File: src/asf_cfg.svh
// Constants for the ALU status flag register: field positions, masks and initial value.
`ifndef ASF_CFG_SVH
`define ASF_CFG_SVH
`define ASF_N_BIT      3'd4
`define ASF_OV_BIT     3'd3
`define ASF_Z_BIT      3'd2
`define ASF_DC_BIT     3'd1
`define ASF_C_BIT      3'd0
`define ASF_FLAG_MASK  8'h1f
`define ASF_UNIMP_MASK 8'he0
`define ASF_FLAG_INIT  5'h00
`endif

File: src/asf_pkg.sv
// Types for the ALU status flag register.
`include "asf_cfg.svh"
package asf_pkg;
    typedef enum logic [3:0] {
        ASF_OP_NONE = 4'h0,
        ASF_OP_ADD  = 4'h1,
        ASF_OP_SUB  = 4'h2,
        ASF_OP_AND  = 4'h3,
        ASF_OP_IOR  = 4'h4,
        ASF_OP_XOR  = 4'h5,
        ASF_OP_PASS = 4'h6,
        ASF_OP_CLR  = 4'h7
    } asf_op_e;

    typedef struct packed {
        logic       valid;
        asf_op_e    op;
        logic       use_carry;
        logic [7:0] a;
        logic [7:0] b;
        logic [4:0] upd_mask;
        logic       wr_flags;
        logic [7:0] wr_data;
    } asf_req_s;

    typedef struct packed {
        logic [7:0] result;
        logic [4:0] flags;
    } asf_state_s;
endpackage

File: src/asf_alu_status_flags.sv
// ALU with its status flag register (negative, overflow, zero, digit carry, carry).
`timescale 1ns/1ns
`default_nettype none
`include "asf_cfg.svh"
module asf_alu_status_flags
    import asf_pkg::*;
(
    input  wire logic     mclk,                        // Core clock, 125 MHz.
    input  wire logic     reset,                       // Synchronous reset, active high.
    input  wire asf_req_s req,                         // Operation and flag write request.
    input  wire logic     extended_instruction_enable, // Extended set configuration bit.
    output logic [7:0]    result,                      // Registered ALU result.
    output logic [7:0]    alu_flags,                   // Flag register read value.
    output logic          indexed_offset_mode_en       // Indexed literal offset available.
);

    // ==========================================================
    // State and working signals
    asf_state_s  state_r;
    asf_state_s  state_nxt;

    logic        is_add;
    logic        is_sub;
    logic        is_clr;
    logic        arith;

    logic        carry_in;
    logic [7:0]  b_eff;
    logic [8:0]  sum9;
    logic [4:0]  sum5;

    logic [7:0]  and_res;
    logic [7:0]  ior_res;
    logic [7:0]  xor_res;
    logic [7:0]  pass_res;
    logic [7:0]  res;

    logic        neg_calc;
    logic        ovf_calc;
    logic        zero_calc;
    logic        dc_calc;
    logic        c_calc;
    logic [4:0]  calc;

    logic [4:0]  wr_bits;
    logic [4:0]  flag_nxt;
    logic        clr_flags;

    // ==========================================================
    // Operation decode
    assign is_add = (req.op == ASF_OP_ADD);
    assign is_sub = (req.op == ASF_OP_SUB);
    assign is_clr = (req.op == ASF_OP_CLR);

    // Only the adder operations can report a signed overflow.
    assign arith  = is_add | is_sub;

    // ==========================================================
    // Adder
    // b inverted for subtract
    assign b_eff    = is_sub ? ~req.b : req.b;

    // A plain subtract adds one to finish the two's complement of b.
    // With carry in, the stored carry takes the place of that one.
    assign carry_in = is_sub ? (req.use_carry ? state_r.flags[`ASF_C_BIT] : 1'b1)
                             : (req.use_carry & state_r.flags[`ASF_C_BIT]);

    assign sum9     = {1'b0, req.a} + {1'b0, b_eff} + {8'h00, carry_in};
    assign sum5     = {1'b0, req.a[3:0]} + {1'b0, b_eff[3:0]} + {4'h0, carry_in};

    // ==========================================================
    // Logic unit
    assign and_res  = req.a & req.b;
    assign ior_res  = req.a | req.b;
    assign xor_res  = req.a ^ req.b;
    assign pass_res = req.a;

    always_comb begin
        unique case (req.op)
            ASF_OP_ADD: begin
                res = sum9[7:0];
            end
            ASF_OP_SUB: begin
                res = sum9[7:0];
            end
            ASF_OP_AND: begin
                res = and_res;
            end
            ASF_OP_IOR: begin
                res = ior_res;
            end
            ASF_OP_XOR: begin
                res = xor_res;
            end
            ASF_OP_PASS: begin
                res = pass_res;
            end
            ASF_OP_NONE: begin
                res = 8'h00;
            end
            ASF_OP_CLR: begin
                res = 8'h00;
            end
            default: begin
                // Unused operation codes give a zero result.
                res = 8'h00;
            end
        endcase
    end

    // ==========================================================
    // Flag calculation
    // sign to negative
    assign neg_calc  = res[7];

    assign ovf_calc  = arith & (req.a[7] == b_eff[7]) & (res[7] != req.a[7]);

    assign zero_calc = (res == 8'h00);

    assign dc_calc   = sum5[4];

    assign c_calc    = sum9[8];

    // Packed in register order: negative, overflow, zero, digit carry, carry.
    assign calc      = {neg_calc, ovf_calc, zero_calc, dc_calc, c_calc};

    // ==========================================================
    // Flag write merge
    assign wr_bits   = req.wr_data[4:0];

    assign clr_flags = req.valid & req.wr_flags & is_clr;

    genvar gi;
    generate
        for (gi = 0; gi < 5; gi = gi + 1) begin : g_flag
            assign flag_nxt[gi] = (req.valid && req.upd_mask[gi]) ? calc[gi] :
                                  (req.valid && req.wr_flags)     ? wr_bits[gi] :
                                                                    state_r.flags[gi];
        end
    endgenerate

    // ==========================================================
    // Next state
    always_comb begin
        state_nxt = state_r;
        if (req.valid) begin
            state_nxt.result = res;
        end
        state_nxt.flags = flag_nxt;
        if (clr_flags) begin
            state_nxt.flags[`ASF_Z_BIT] = 1'b1;
        end
    end

    // ==========================================================
    // State register
    // flags not forced by reset
    always_ff @(posedge mclk) begin
        if (reset) begin
            state_r.result <= 8'h00;
        end else begin
            state_r.result <= state_nxt.result;
        end
        state_r.flags <= state_nxt.flags;
    end

    // ==========================================================
    // Read back
    // upper bits zero
    assign alu_flags = {3'b000, state_r.flags};

    assign result    = state_r.result;

    assign indexed_offset_mode_en = extended_instruction_enable;

endmodule
`default_nettype wire

File: config.mk
export PLATFORM = sky130hd
export DESIGN_NAME = asf_alu_status_flags
export DESIGN_NICKNAME = d
export VERILOG_FILES = /design/src/asf_pkg.sv /design/src/asf_alu_status_flags.sv
export VERILOG_INCLUDE_DIRS = /design/src /design/src/src
export SDC_FILE = /design/constraint.sdc
export NUM_CORES = 1
export LEC_CHECK = 0
export BUFFER_PORTS_ARGS = -buffer_cell sky130_fd_sc_hd__clkbuf_2
export CAP_MARGIN = 20
export CORE_UTILIZATION = 37
export DETAILED_ROUTE_END_ITERATION = 16
export GPL_TIMING_DRIVEN = 0
export SLEW_MARGIN = 5
export SYNTH_ARGS = -nofsm -noshare
export SYNTH_HDL_FRONTEND = slang
export SYNTH_SLANG_ARGS = --single-unit
File: constraint.sdc
create_clock -name mclk -period 4.15 [get_ports mclk]
set_input_delay 0.6225 -clock mclk [delete_from_list [all_inputs] [get_ports mclk]]
set_output_delay 0.6225 -clock mclk [all_outputs]
set_load 0.01 [all_outputs]
==> metrics.md, run 1 <==
| Metric | Value |
|---|---|
| Per-cell routed wire length | 14.3 um |
| Max Cap Viol | 0 |
| CP endpoint kind | flop |
| Chip width | ~73 um |
| Clk buf depth | 2 |
| Vias in the first global route | roughly 1800 |
| Ys flop type | dfxtp_1 |
| Synthesized instance count | ~230 |
| Post-CTS Resized | 0 |
| Die H | ~73 um |
| Vias per cell | approximately 5.3 |
| Synth cell types | 63 |
| DRC errors left | 0 |
| Switching Fraction | 0.367 |
| Clock Sinks | 13 |
| Fin Hold WS | roughly 470 ps |
| Largest cells by area after synthesis | ha_1, dfxtp_1, edfxtp_1, inv_1, xnor2_1 |
| Hold buffers post-CTS | 0 |
| Post-Synth Simple-Gate Area | 0.207 |
| Initial DRT Pass Iterations | 5 |
| Synth Area in XOR/XNOR | 0.0602 |
| Power Dens Cells | approximately 220 nW/um^2 |
| Final WS setup | roughly 180 ps |
| Max Clock Skew | about 1.3 ps |
| Largest family of logic cells by synthesized area | compound AO/OA/AOI/OAI gates |
| Total grt overflow | 0 |
| Synth Area in Compound Gates | 0.264 |
| Crit path max fanout | 10 |
| Clock-pin slew on the worst setup and hold paths | ~60 ps |
| Global-route wire length before repair | ~8000 um |
| WL final | 4950 um |
| Worst hold path class | reg2reg |
| RSZ-0062 raised after global routing | no |
| Worst slew margin | 0.522 |
| Routed Antenna Nets | 0 |
| Post-Route Setup TNS | 0 ps |
| Postcts setup bufs | 0 |
| Clk pwr share | 0.236 |
| Fmax | about 250 MHz |
| Critical path type | in2reg |
| IO Port Bufs | 46 |
| Core area | around 4800 um^2 |
| Avg Cell Area, Syn | approximately 8.2 um^2 |
| Flop pwr share | 0.303 |
| Synth top area share | 0.161 |
| Async set-or-reset flop fraction in the synthesized netlist | 0 |
| Arr. time, crit path | 3940 ps |
| Layout cells sized above 1 | 0.247 |
| Slew @ Worst Pin | just over 700 ps |
| Placed Area | around 2200 um^2 |
| CTS H-tree lvls | 1 |
| Power Internal | slightly above 0.0003 W |
| Min Tclk post-route | ~4000 ps |
| Largest vdd supply drop | about 0.18 mV |
| Gpl congestion | between 0.8 and 0.9 |
| Synthesized cell area | about 1900 um^2 |
| Adder-Cell Fraction of Synth Area | 0.182 |
| CTS tree | yes |
| Nets | about 350 |
| Synth warnings | 0 |
| Final hold vios | 0 |
| Cts bufs inserted | 3 |
| Area leader, netlist | ha_1 |
| Slew Viols, Final | 0 |
| Post-synthesis mux area share | 0.0114 |
| Setup Viol. Count Final | 0 |
| DPL Wire Length | around 4000 um |
| Synth Register Bits | 13 |
| Detailed-route via count | approximately 1800 |
| Gr usage total | 0.193 |
| Startpoint type of the worst setup path | input port |
| Top-count cell post-synth | inv_1 |
| Logic pwr share | 0.461 |
| Row count | 25 |
| IO Count | 56 |
| WP data required | 4130 ps |
| Leak pwr | around 1.1 nW |
| Register area share after synthesis | 0.161 |
| Die ar. | 5340 um^2 |
| Clock Latency Late Sink | 250 ps |
| Period Utilization, post-route | 0.955 |
| Initial drt markers | around 130 |
| Total power | around 0.00049 W |
| Antenna violations before repair | 0 |
| Area grow syn2layout | 19.6% |
| Root buffer cell | clkbuf_8 |
| Status | finished, final reports clean |
| Final Cell Area | ~2200 um^2 |
| Diodes inserted | 0 |
| Number of flops mapped to enable cells by yosys | 4 |
| Largest net degree at the start of global routing | 11 |
| Net switching power | 0.000179 W |
| Pre-CTS setup slack | -23.1 ps |
| Commonest cells post-synth | inv_1, ha_1, nor2_1, a21oi_1, xnor2_1 |
| Initial core utilization | 0.391 |
## power by group through the flow
| stage | clock network, W | logic, W | registers, W |
|---|---|---|---|
| 6_report | 0.000115 | 0.000225 | 0.000148 |
| 5_1_grt | 0.000123 | 0.000250 | 0.000149 |
| 4_1_cts | 0.000119 | 0.000224 | 0.000148 |
| 3_5_place_dp | 0 | 0.000223 | 0.000151 |
| 3_3_place_gp | 0 | 0.000222 | 0.000150 |
| 2_1_floorplan | 0 | 0.000148 | 0.000156 |
## metrics by stage
stage	utilization	std cells
detailed placement	0.458	342
floorplan	-	229
CTS	0.467	346
global placement	0.458	342
finish	0.467	346
global route	0.467	346
## sequential cells by signal, summed over array words and instances (netlist names)
name / count
result: 8
alu_flags: 5
## cell type report
| cell class | count | area [um^2] |
|---|---|---|
| buffer | 17 | 116 |
| clock buffer | 4 | 45.0 |
| fill | 504 | 2550 |
| inverter | 25 | 93.8 |
| multi-input combinational | 174 | 1370 |
| sequential | 13 | 300 |
| tap | 67 | 83.8 |
| timing repair buffer | 46 | 230 |
## cells in the final DEF, fill, tap and decap left out, types with 3 or more instances in the layout
master,instances
a211oi_1,6
a21o_1,5
a21oi_1,13
a31oi_1,5
buf_2,3
buf_4,6
clkbuf_1,6
clkbuf_2,46
clkbuf_8,3
conb_1,3
dfxtp_1,9
edfxtp_1,4
ha_1,24
inv_1,25
nand2_1,8
nand2b_1,4
nand3_1,5
nand3b_1,7
nand4b_1,4
nor2_1,17
nor3_1,4
o211a_1,3
o21ai_0,4
xnor2_1,10
## routing by layer
metal / part of all wire / vias up / global-route usage
met5: 0 / - / 0
met4: 0.011 / 0 / 0.0501
met1: 0.49 / 844 / 0.267
li1: - / 928 / -
met2: 0.44 / 57 / 0.308
met3: 0.057 / 6 / 0.0359
## critical path, cell delays in order
cell and delay [ps]:
buf_4 160, clkbuf_1 380, nor4b_1 280, buf_2 350, xnor2_1 140, fa_1 470
fa_1 420, a21o_1 210, a221oi_1 430, o21bai_1 100, a21oi_1 260, a31oi_1 120
## final timing paths
kind | start | end | slack [ps] | cells past startpoint
max | req[32] | alu_flags[0]$_DFFE_PP_ | 180 | 12
min reg2reg | alu_flags[2]$_SDFFE_PP1P_ | alu_flags[2]$_SDFFE_PP1P_ | 470 | 2
max reg2reg | alu_flags[0]$_DFFE_PP_ | alu_flags[0]$_DFFE_PP_ | 1240 | 8
min | alu_flags[2]$_SDFFE_PP1P_ | alu_flags[2]$_SDFFE_PP1P_ | 470 | 2
## cells by family after synthesis
logic type | Yosys count
buf+inv | 42
other cells | 1
flops | 13
fa+ha+maj | 26
mux | 2
compound gates | 64
simple gates | 67
xor+xnor | 12
No activity file was read; power rests on OpenSTA's default activity.
==> run 2, diff against run 1 <==
--- a/config.mk
+++ b/config.mk
@@ -8,10 +8,12 @@
 export LEC_CHECK = 0
 export BUFFER_PORTS_ARGS = -buffer_cell sky130_fd_sc_hd__clkbuf_2
 export CAP_MARGIN = 20
-export CORE_UTILIZATION = 37
+export CELL_PAD_IN_SITES_DETAIL_PLACEMENT = 1
+export CELL_PAD_IN_SITES_GLOBAL_PLACEMENT = 2
+export CORE_UTILIZATION = 30
 export DETAILED_ROUTE_END_ITERATION = 16
 export GPL_TIMING_DRIVEN = 0
-export SLEW_MARGIN = 5
+export PLACE_DENSITY_LB_ADDON = 0.1
 export SYNTH_ARGS = -nofsm -noshare
 export SYNTH_HDL_FRONTEND = slang
 export SYNTH_SLANG_ARGS = --single-unit
==> metrics.md, run 2 (synthesis results as in run 1) <==
| Metric | Value |
|---|---|
| Status | finished, final reports clean (unchanged) |
| CP endpoint kind | flop (unchanged) |
| Initial drt markers | 70 (was 131) |
| Cell class contributing the biggest share of worst-path delay | compound AO/OA/AOI/OAI gates (unchanged) |
| Fmax | 272 MHz (was 252 MHz) |
| Critical path type | in2reg (unchanged) |
| Met3 Use GR | 0.0236 (was 0.0359) |
| Max Cap Viol | 0 (unchanged) |
| RSZ-0062 raised after global routing | no (unchanged) |
| Logic pwr share | 0.466 (was 0.461) |
| Met2 Use GR | 0.308 (about the same) |
| Die ar. | 6550 um^2 (was 5340 um^2) |
| Vias per cell | 5.37 (was 5.30) |
| Setup Viol. Count Final | 0 (unchanged) |
| Antenna violations before repair | 0 (unchanged) |
| Worst path buffer plus inverter count | 3 (unchanged) |
| Placed Area | 2200 um^2 (was 2190 um^2) |
| Row count | 28 (was 25) |
| Worst slew margin | 0.541 (was 0.522) |
| Initial DRT Pass Iterations | 4 (was 5) |
| CTS tree | yes (unchanged) |
| Area grow syn2layout | 19.9% (was 19.6%) |
| Root buffer cell | clkbuf_8 (unchanged) |
| WL final | 5620 um (was 4950 um) |
| Max stage delay on crit path | 460 ps (was 470 ps) |
| CP max stage cell | fa_1 (unchanged) |
| Die H | 81.0 um (was 73.1 um) |
| Core area | 5960 um^2 (was 4790 um^2) |
| IO Port Bufs | 46 (unchanged) |
| Final Cell Area | 2240 um^2 (about the same) |
| Clock-pin slew on the worst setup and hold paths | 60 ps (about the same) |
| Initial core utilization | 0.314 (was 0.391) |
| Layout cells sized above 1 | 0.248 (was 0.247) |
| Net switching power | 0.000182 W (was 0.000179 W) |
| Flop pwr share | 0.301 (was 0.303) |
| Core Util, Final | 0.377 (was 0.467) |
| Detailed-route via count | 1896 (was 1835) |
| Startpoint type of the worst setup path | input port (unchanged) |
| CTS H-tree lvls | 1 (unchanged) |
| Clk pwr share | 0.233 (was 0.236) |
| Most frequent cells in the layout | clkbuf_2, inv_1, ha_1 (unchanged) |
| DRC errors left | 0 (unchanged) |
| Diodes inserted | 0 (unchanged) |
| IO Count | 56 (unchanged) |
| Gr usage total | 0.182 (was 0.193) |
| Clk buf depth | 2 (unchanged) |
| Chip width | 81.0 um (was 73.1 um) |
| Gpl congestion | 0.768 (was 0.835) |
| Power Internal | 0.000310 W (was 0.000309 W) |
| Switching Fraction | 0.371 (was 0.367) |
| Power Dens Cells | 219 nW/um^2 (about the same) |
| Crit path cell chain | clkbuf_2 > buf_2 > nor4b_1 > buf_2 > xnor2_1 > fa_1 > fa_1 > a21o_1 > a221oi_1 > xnor2_1 > o21ai_1 > o41ai_2 (was buf_4 > clkbuf_1 > nor4b_1 > buf_2 > xnor2_1 > fa_1 > fa_1 > a21o_1 > a221oi_1 > o21bai_1 > a21oi_1 > a31oi_1) |
| Slew @ Worst Pin | 683 ps (was 711 ps) |
| Gr busiest metal | met2 (unchanged) |
| Max Clock Skew | 4.32 ps (was 1.32 ps) |
| Final hold vios | 0 (unchanged) |
| Leak pwr | 1.07 nW (about the same) |
| Largest reg by FF count | result (unchanged) |
| Nets | 344 (was 345) |
| Total power | 0.000492 W (was 0.000489 W) |
| Period Utilization, post-route | 0.885 (was 0.955) |
| Vias in the first global route | 1783 (was 1771) |
| Routed Antenna Nets | 0 (unchanged) |
| Most common cell after layout, fill and taps aside | clkbuf_2 (unchanged) |
| GR Util met1 | 0.252 (was 0.267) |
| Total grt overflow | 0 (unchanged) |
| Arr. time, crit path | 3830 ps (was 3940 ps) |
| Crit path max fanout | 10 (unchanged) |
| Min Tclk post-route | 3670 ps (was 3970 ps) |
| Cts bufs inserted | 3 (unchanged) |
| Per-cell routed wire length | 15.9 um (was 14.3 um) |
| Worst hold path class | reg2reg (unchanged) |
| Global-route wire length before repair | 9010 um (was 8020 um) |
| Largest net degree at the start of global routing | 11 (unchanged) |
| WP data required | 4310 ps (was 4130 ps) |
| Slew Viols, Final | 0 (unchanged) |
| Largest vdd supply drop | 0.151 mV (was 0.182 mV) |
| Clock Latency Late Sink | 250 ps (about the same) |
| DPL Wire Length | 4600 um (was 3890 um) |
| Clock Sinks | 13 (unchanged) |
| Max FFs per register | 8 (unchanged) |
-- run 2: area by class of cell --
class | count | area, um^2
clock buffer | 4 | 45.0
timing repair buffer | 46 | 230
multi-input combinational | 174 | 1370
tap | 75 | 93.8
inverter | 25 | 93.8
sequential | 13 | 300
fill | 770 | 3710
buffer | 16 | 113
-- run 2: layer usage --
metal | share of wire | vias up | wire length (um)
li1 | - | 924 | -
met1 | 0.50 | 924 | 2790
met2 | 0.47 | 44 | 2630
met3 | 0.028 | 4 | 160
met4 | 0.0075 | 0 | 42
met5 | 0 | - | 0
-- run 2: path summary, 6_finish.rpt --
path / from / to / slack (ps) / depth (start not counted)
max: req[34] / alu_flags[2]$_SDFFE_PP1P_ / 480 / 12
max reg2reg: alu_flags[0]$_DFFE_PP_ / alu_flags[2]$_SDFFE_PP1P_ / 1290 / 8
min: alu_flags[2]$_SDFFE_PP1P_ / alu_flags[2]$_SDFFE_PP1P_ / 470 / 2
min reg2reg: alu_flags[2]$_SDFFE_PP1P_ / alu_flags[2]$_SDFFE_PP1P_ / 470 / 2
-- run 2: worst reg2reg max path, stage by stage (launching register included) --
cell      delay, ps
edfxtp_1        390
mux2_2          290
fa_1            420
fa_1            420
a21o_1          200
a221oi_1        430
xnor2_1         170
o21ai_1         130
o41ai_2         330
-- run 2: per-stage QoR --
stage               instances  setup TNS (ps)  hold slack, ps  worst slack (ps)
CTS                       354               0             475               154
detailed placement        350            -187             457              -103
floorplan                 229               0             484               548
global placement          350            -122             455             -63.2
global route              353               0             493               209
finish                    353               0             473               478
-- run 2: what timing repair did --
item | in CTS | in global routing
setup endpoints to repair | 0 | 2
resized for setup | 0 | 0
buffers inserted | 0 | 0
hold buffers | 0 | 0
-- run 2: power by group through the flow --
stage	combinational [W]	sequential, W	clock [W]
2_1_floorplan	0.000148	0.000156	0
3_3_place_gp	0.000229	0.000151	0
3_5_place_dp	0.000232	0.000151	0
4_1_cts	0.000234	0.000148	0.000115
5_1_grt	0.000258	0.000149	0.000123
6_report	0.000229	0.000148	0.000115
==> run 3, diff against run 2 <==
--- a/config.mk
+++ b/config.mk
@@ -10,7 +10,9 @@
 export CAP_MARGIN = 20
 export CELL_PAD_IN_SITES_DETAIL_PLACEMENT = 1
 export CELL_PAD_IN_SITES_GLOBAL_PLACEMENT = 2
+export CORE_ASPECT_RATIO = 0.75
 export CORE_UTILIZATION = 30
+export CTS_CLUSTER_DIAMETER = 80
 export DETAILED_ROUTE_END_ITERATION = 16
 export GPL_TIMING_DRIVEN = 0
 export PLACE_DENSITY_LB_ADDON = 0.1
==> constraint.sdc (replaced) <==
create_clock -name mclk -period 4.15 [get_ports mclk]
set_input_delay 0.2075 -clock mclk [delete_from_list [all_inputs] [get_ports mclk]]
set_output_delay 0.2075 -clock mclk [all_outputs]
set_load 0.01 [all_outputs]
==> metrics.md, run 3 (synthesis results as in run 1) <==
| Metric | Value |
|---|---|
| Diodes inserted | 0 (unchanged) |
| Clock Latency Late Sink | 240 ps (was 250 ps) |
| Detailed-route via count | 1822 (was 1896) |
| Clock Sinks | 13 (unchanged) |
| Largest reg by FF count | result (unchanged) |
| WL final | 5490 um (was 5620 um) |
| Max Clock Skew | 2.84 ps (was 4.32 ps) |
| Area grow syn2layout | 20.3% (was 19.9%) |
| CP endpoint kind | flop (unchanged) |
| Slew @ Worst Pin | 738 ps (was 683 ps) |
| Metal3 WL | 221 um (was 160 um) |
| Fmax | 279 MHz (was 272 MHz) |
| Vias in the first global route | 1756 (was 1783) |
| Post-Route Setup TNS | 0 ps (unchanged) |
| Pre-CTS setup slack | 294 ps (was -103 ps) |
| CTS H-tree lvls | 1 (unchanged) |
| RSZ-0062 raised after global routing | no (unchanged) |
| Chip width | 93.2 um (was 81.0 um) |
| Leak pwr | 1.07 nW (about the same) |
| Wl on met1 | 2900 um (was 2790 um) |
| Fill count | 749 (was 770) |
| Die H | 70.4 um (was 81.0 um) |
| Largest vdd supply drop | 0.141 mV (was 0.151 mV) |
| Met2 wire len | 2360 um (was 2630 um) |
| Vias per cell | 5.10 (was 5.37) |
| Largest net degree at the start of global routing | 11 (unchanged) |
| Power Dens Cells | 217 nW/um^2 (was 219 nW/um^2) |
| Initial core utilization | 0.316 (was 0.314) |
| Uppermost layer routed | met3 (was met4) |
| Critical path type | in2reg (unchanged) |
| Period Utilization, post-route | 0.862 (was 0.885) |
| Max FFs per register | 8 (unchanged) |
| Initial DRT Pass Iterations | 4 (unchanged) |
| DPL Wire Length | 4600 um (about the same) |
| Die ar. | 6560 um^2 (was 6550 um^2) |
| Root buffer cell | clkbuf_8 (unchanged) |
| Crit path max fanout | 10 (unchanged) |
| Status | finished, final reports clean (unchanged) |
| Final hold vios | 0 (unchanged) |
| Gr usage total | 0.173 (was 0.182) |
| Worst slew margin | 0.504 (was 0.541) |
| Min Tclk post-route | 3580 ps (was 3670 ps) |
| Antenna violations before repair | 0 (unchanged) |
| Setup Viol. Count Final | 0 (unchanged) |
| Cell Count, Final, Fillers Out | 357 (was 353) |
| IO Port Bufs | 46 (unchanged) |
| Row count | 24 (was 28) |
| Post-CTS Resized | 0 (unchanged) |
| Max Cap Viol | 0 (unchanged) |
| Slew Viols, Final | 0 (unchanged) |
| Worst hold path class | in2reg (was reg2reg) |
| DRC errors left | 0 (unchanged) |
| Arr. time, crit path | 3540 ps (was 3830 ps) |
| Initial drt markers | 69 (was 70) |
| Gpl congestion | 0.831 (was 0.768) |
| WP data required | 4110 ps (was 4310 ps) |
| Most common cell after layout, fill and taps aside | clkbuf_2 (unchanged) |
| Clock-pin slew on the worst setup and hold paths | 60 ps (about the same) |
| Routed Antenna Nets | 0 (unchanged) |
| Global-route wire length before repair | 8830 um (was 9010 um) |
| Cts bufs inserted | 3 (unchanged) |
| Core area | 5920 um^2 (was 5960 um^2) |
| Total grt overflow | 0 (unchanged) |
| Layout cells sized above 1 | 0.247 (was 0.248) |
| Final WS setup | 571 ps (was 478 ps) |
| Clk buf depth | 2 (unchanged) |
| Per-cell routed wire length | 15.4 um (was 15.9 um) |
| CTS tree | yes (unchanged) |
| Inst Count DP | 353 (was 350) |
| IO Count | 56 (unchanged) |
| Startpoint type of the worst setup path | input port (unchanged) |
| Most frequent cells in the layout | clkbuf_2, inv_1, ha_1 (unchanged) |
| Hold buffers post-CTS | 0 (unchanged) |
| Nets | 345 (was 344) |
| Postcts setup bufs | 0 (unchanged) |
## run 3: changes by cell type in the layout (fill, tap and decap cells not counted)
| cell | delta |
|---|---|
| clkbuf_1 | +1 |
## run 3: critical path: stages
cell and delay, ps:
buf_4 150, clkbuf_1 370, nor4b_1 270, buf_2 350
xnor2_1 140, fa_1 460, fa_1 440, a21o_1 210
a221oi_1 430, o21bai_1 100, a21oi_1 270, a31oi_1 140
## run 3: final cells by class
class                   instances  area [um^2]  share of cell area
flip-flops and latches         13          300               0.133
repair buffers                 46          230               0.102
well taps                      78         97.6              0.0434
plain buffers                  17          116              0.0517
inverters                      25         93.8              0.0417
multi-input cells             174         1370               0.608
clock buffers                   4         45.0              0.0200
## run 3: path summary, 6_finish.rpt
kind | cells after the start | end | slack, ps | start
min reg2reg | 1 | result[5]$_SDFFE_PP0P_ | 480 | result[5]$_SDFFE_PP0P_
max | 12 | alu_flags[0]$_DFFE_PP_ | 570 | req[32]
max reg2reg | 8 | alu_flags[0]$_DFFE_PP_ | 1180 | alu_flags[0]$_DFFE_PP_
min | 2 | result[1]$_SDFFE_PP0P_ | 240 | reset
## run 3: where the power goes
part	internal, W	switching (W)
registers	0.000143	0.00000504
clock network	0.0000678	0.0000444
logic	0.0000982	0.000131
## run 3: per-layer routing
layer	global-route usage	vias up
li1	-	922
met1	0.260	855
met2	0.270	45
met3	0.0251	0
met4	0.0120	0
met5	0	-
## run 3: metrics by stage
step / cell area [um^2] / hold WS [ps] / util / total power, W
floorplan: 1880 / 277 / - / 0.000304
global placement: 2210 / 460 / 0.373 / 0.000379
finish: 2250 / 237 / 0.380 / 0.000490
CTS: 2250 / 238 / 0.380 / 0.000495
detailed placement: 2210 / 470 / 0.373 / 0.000380
global route: 2250 / 252 / 0.380 / 0.000530
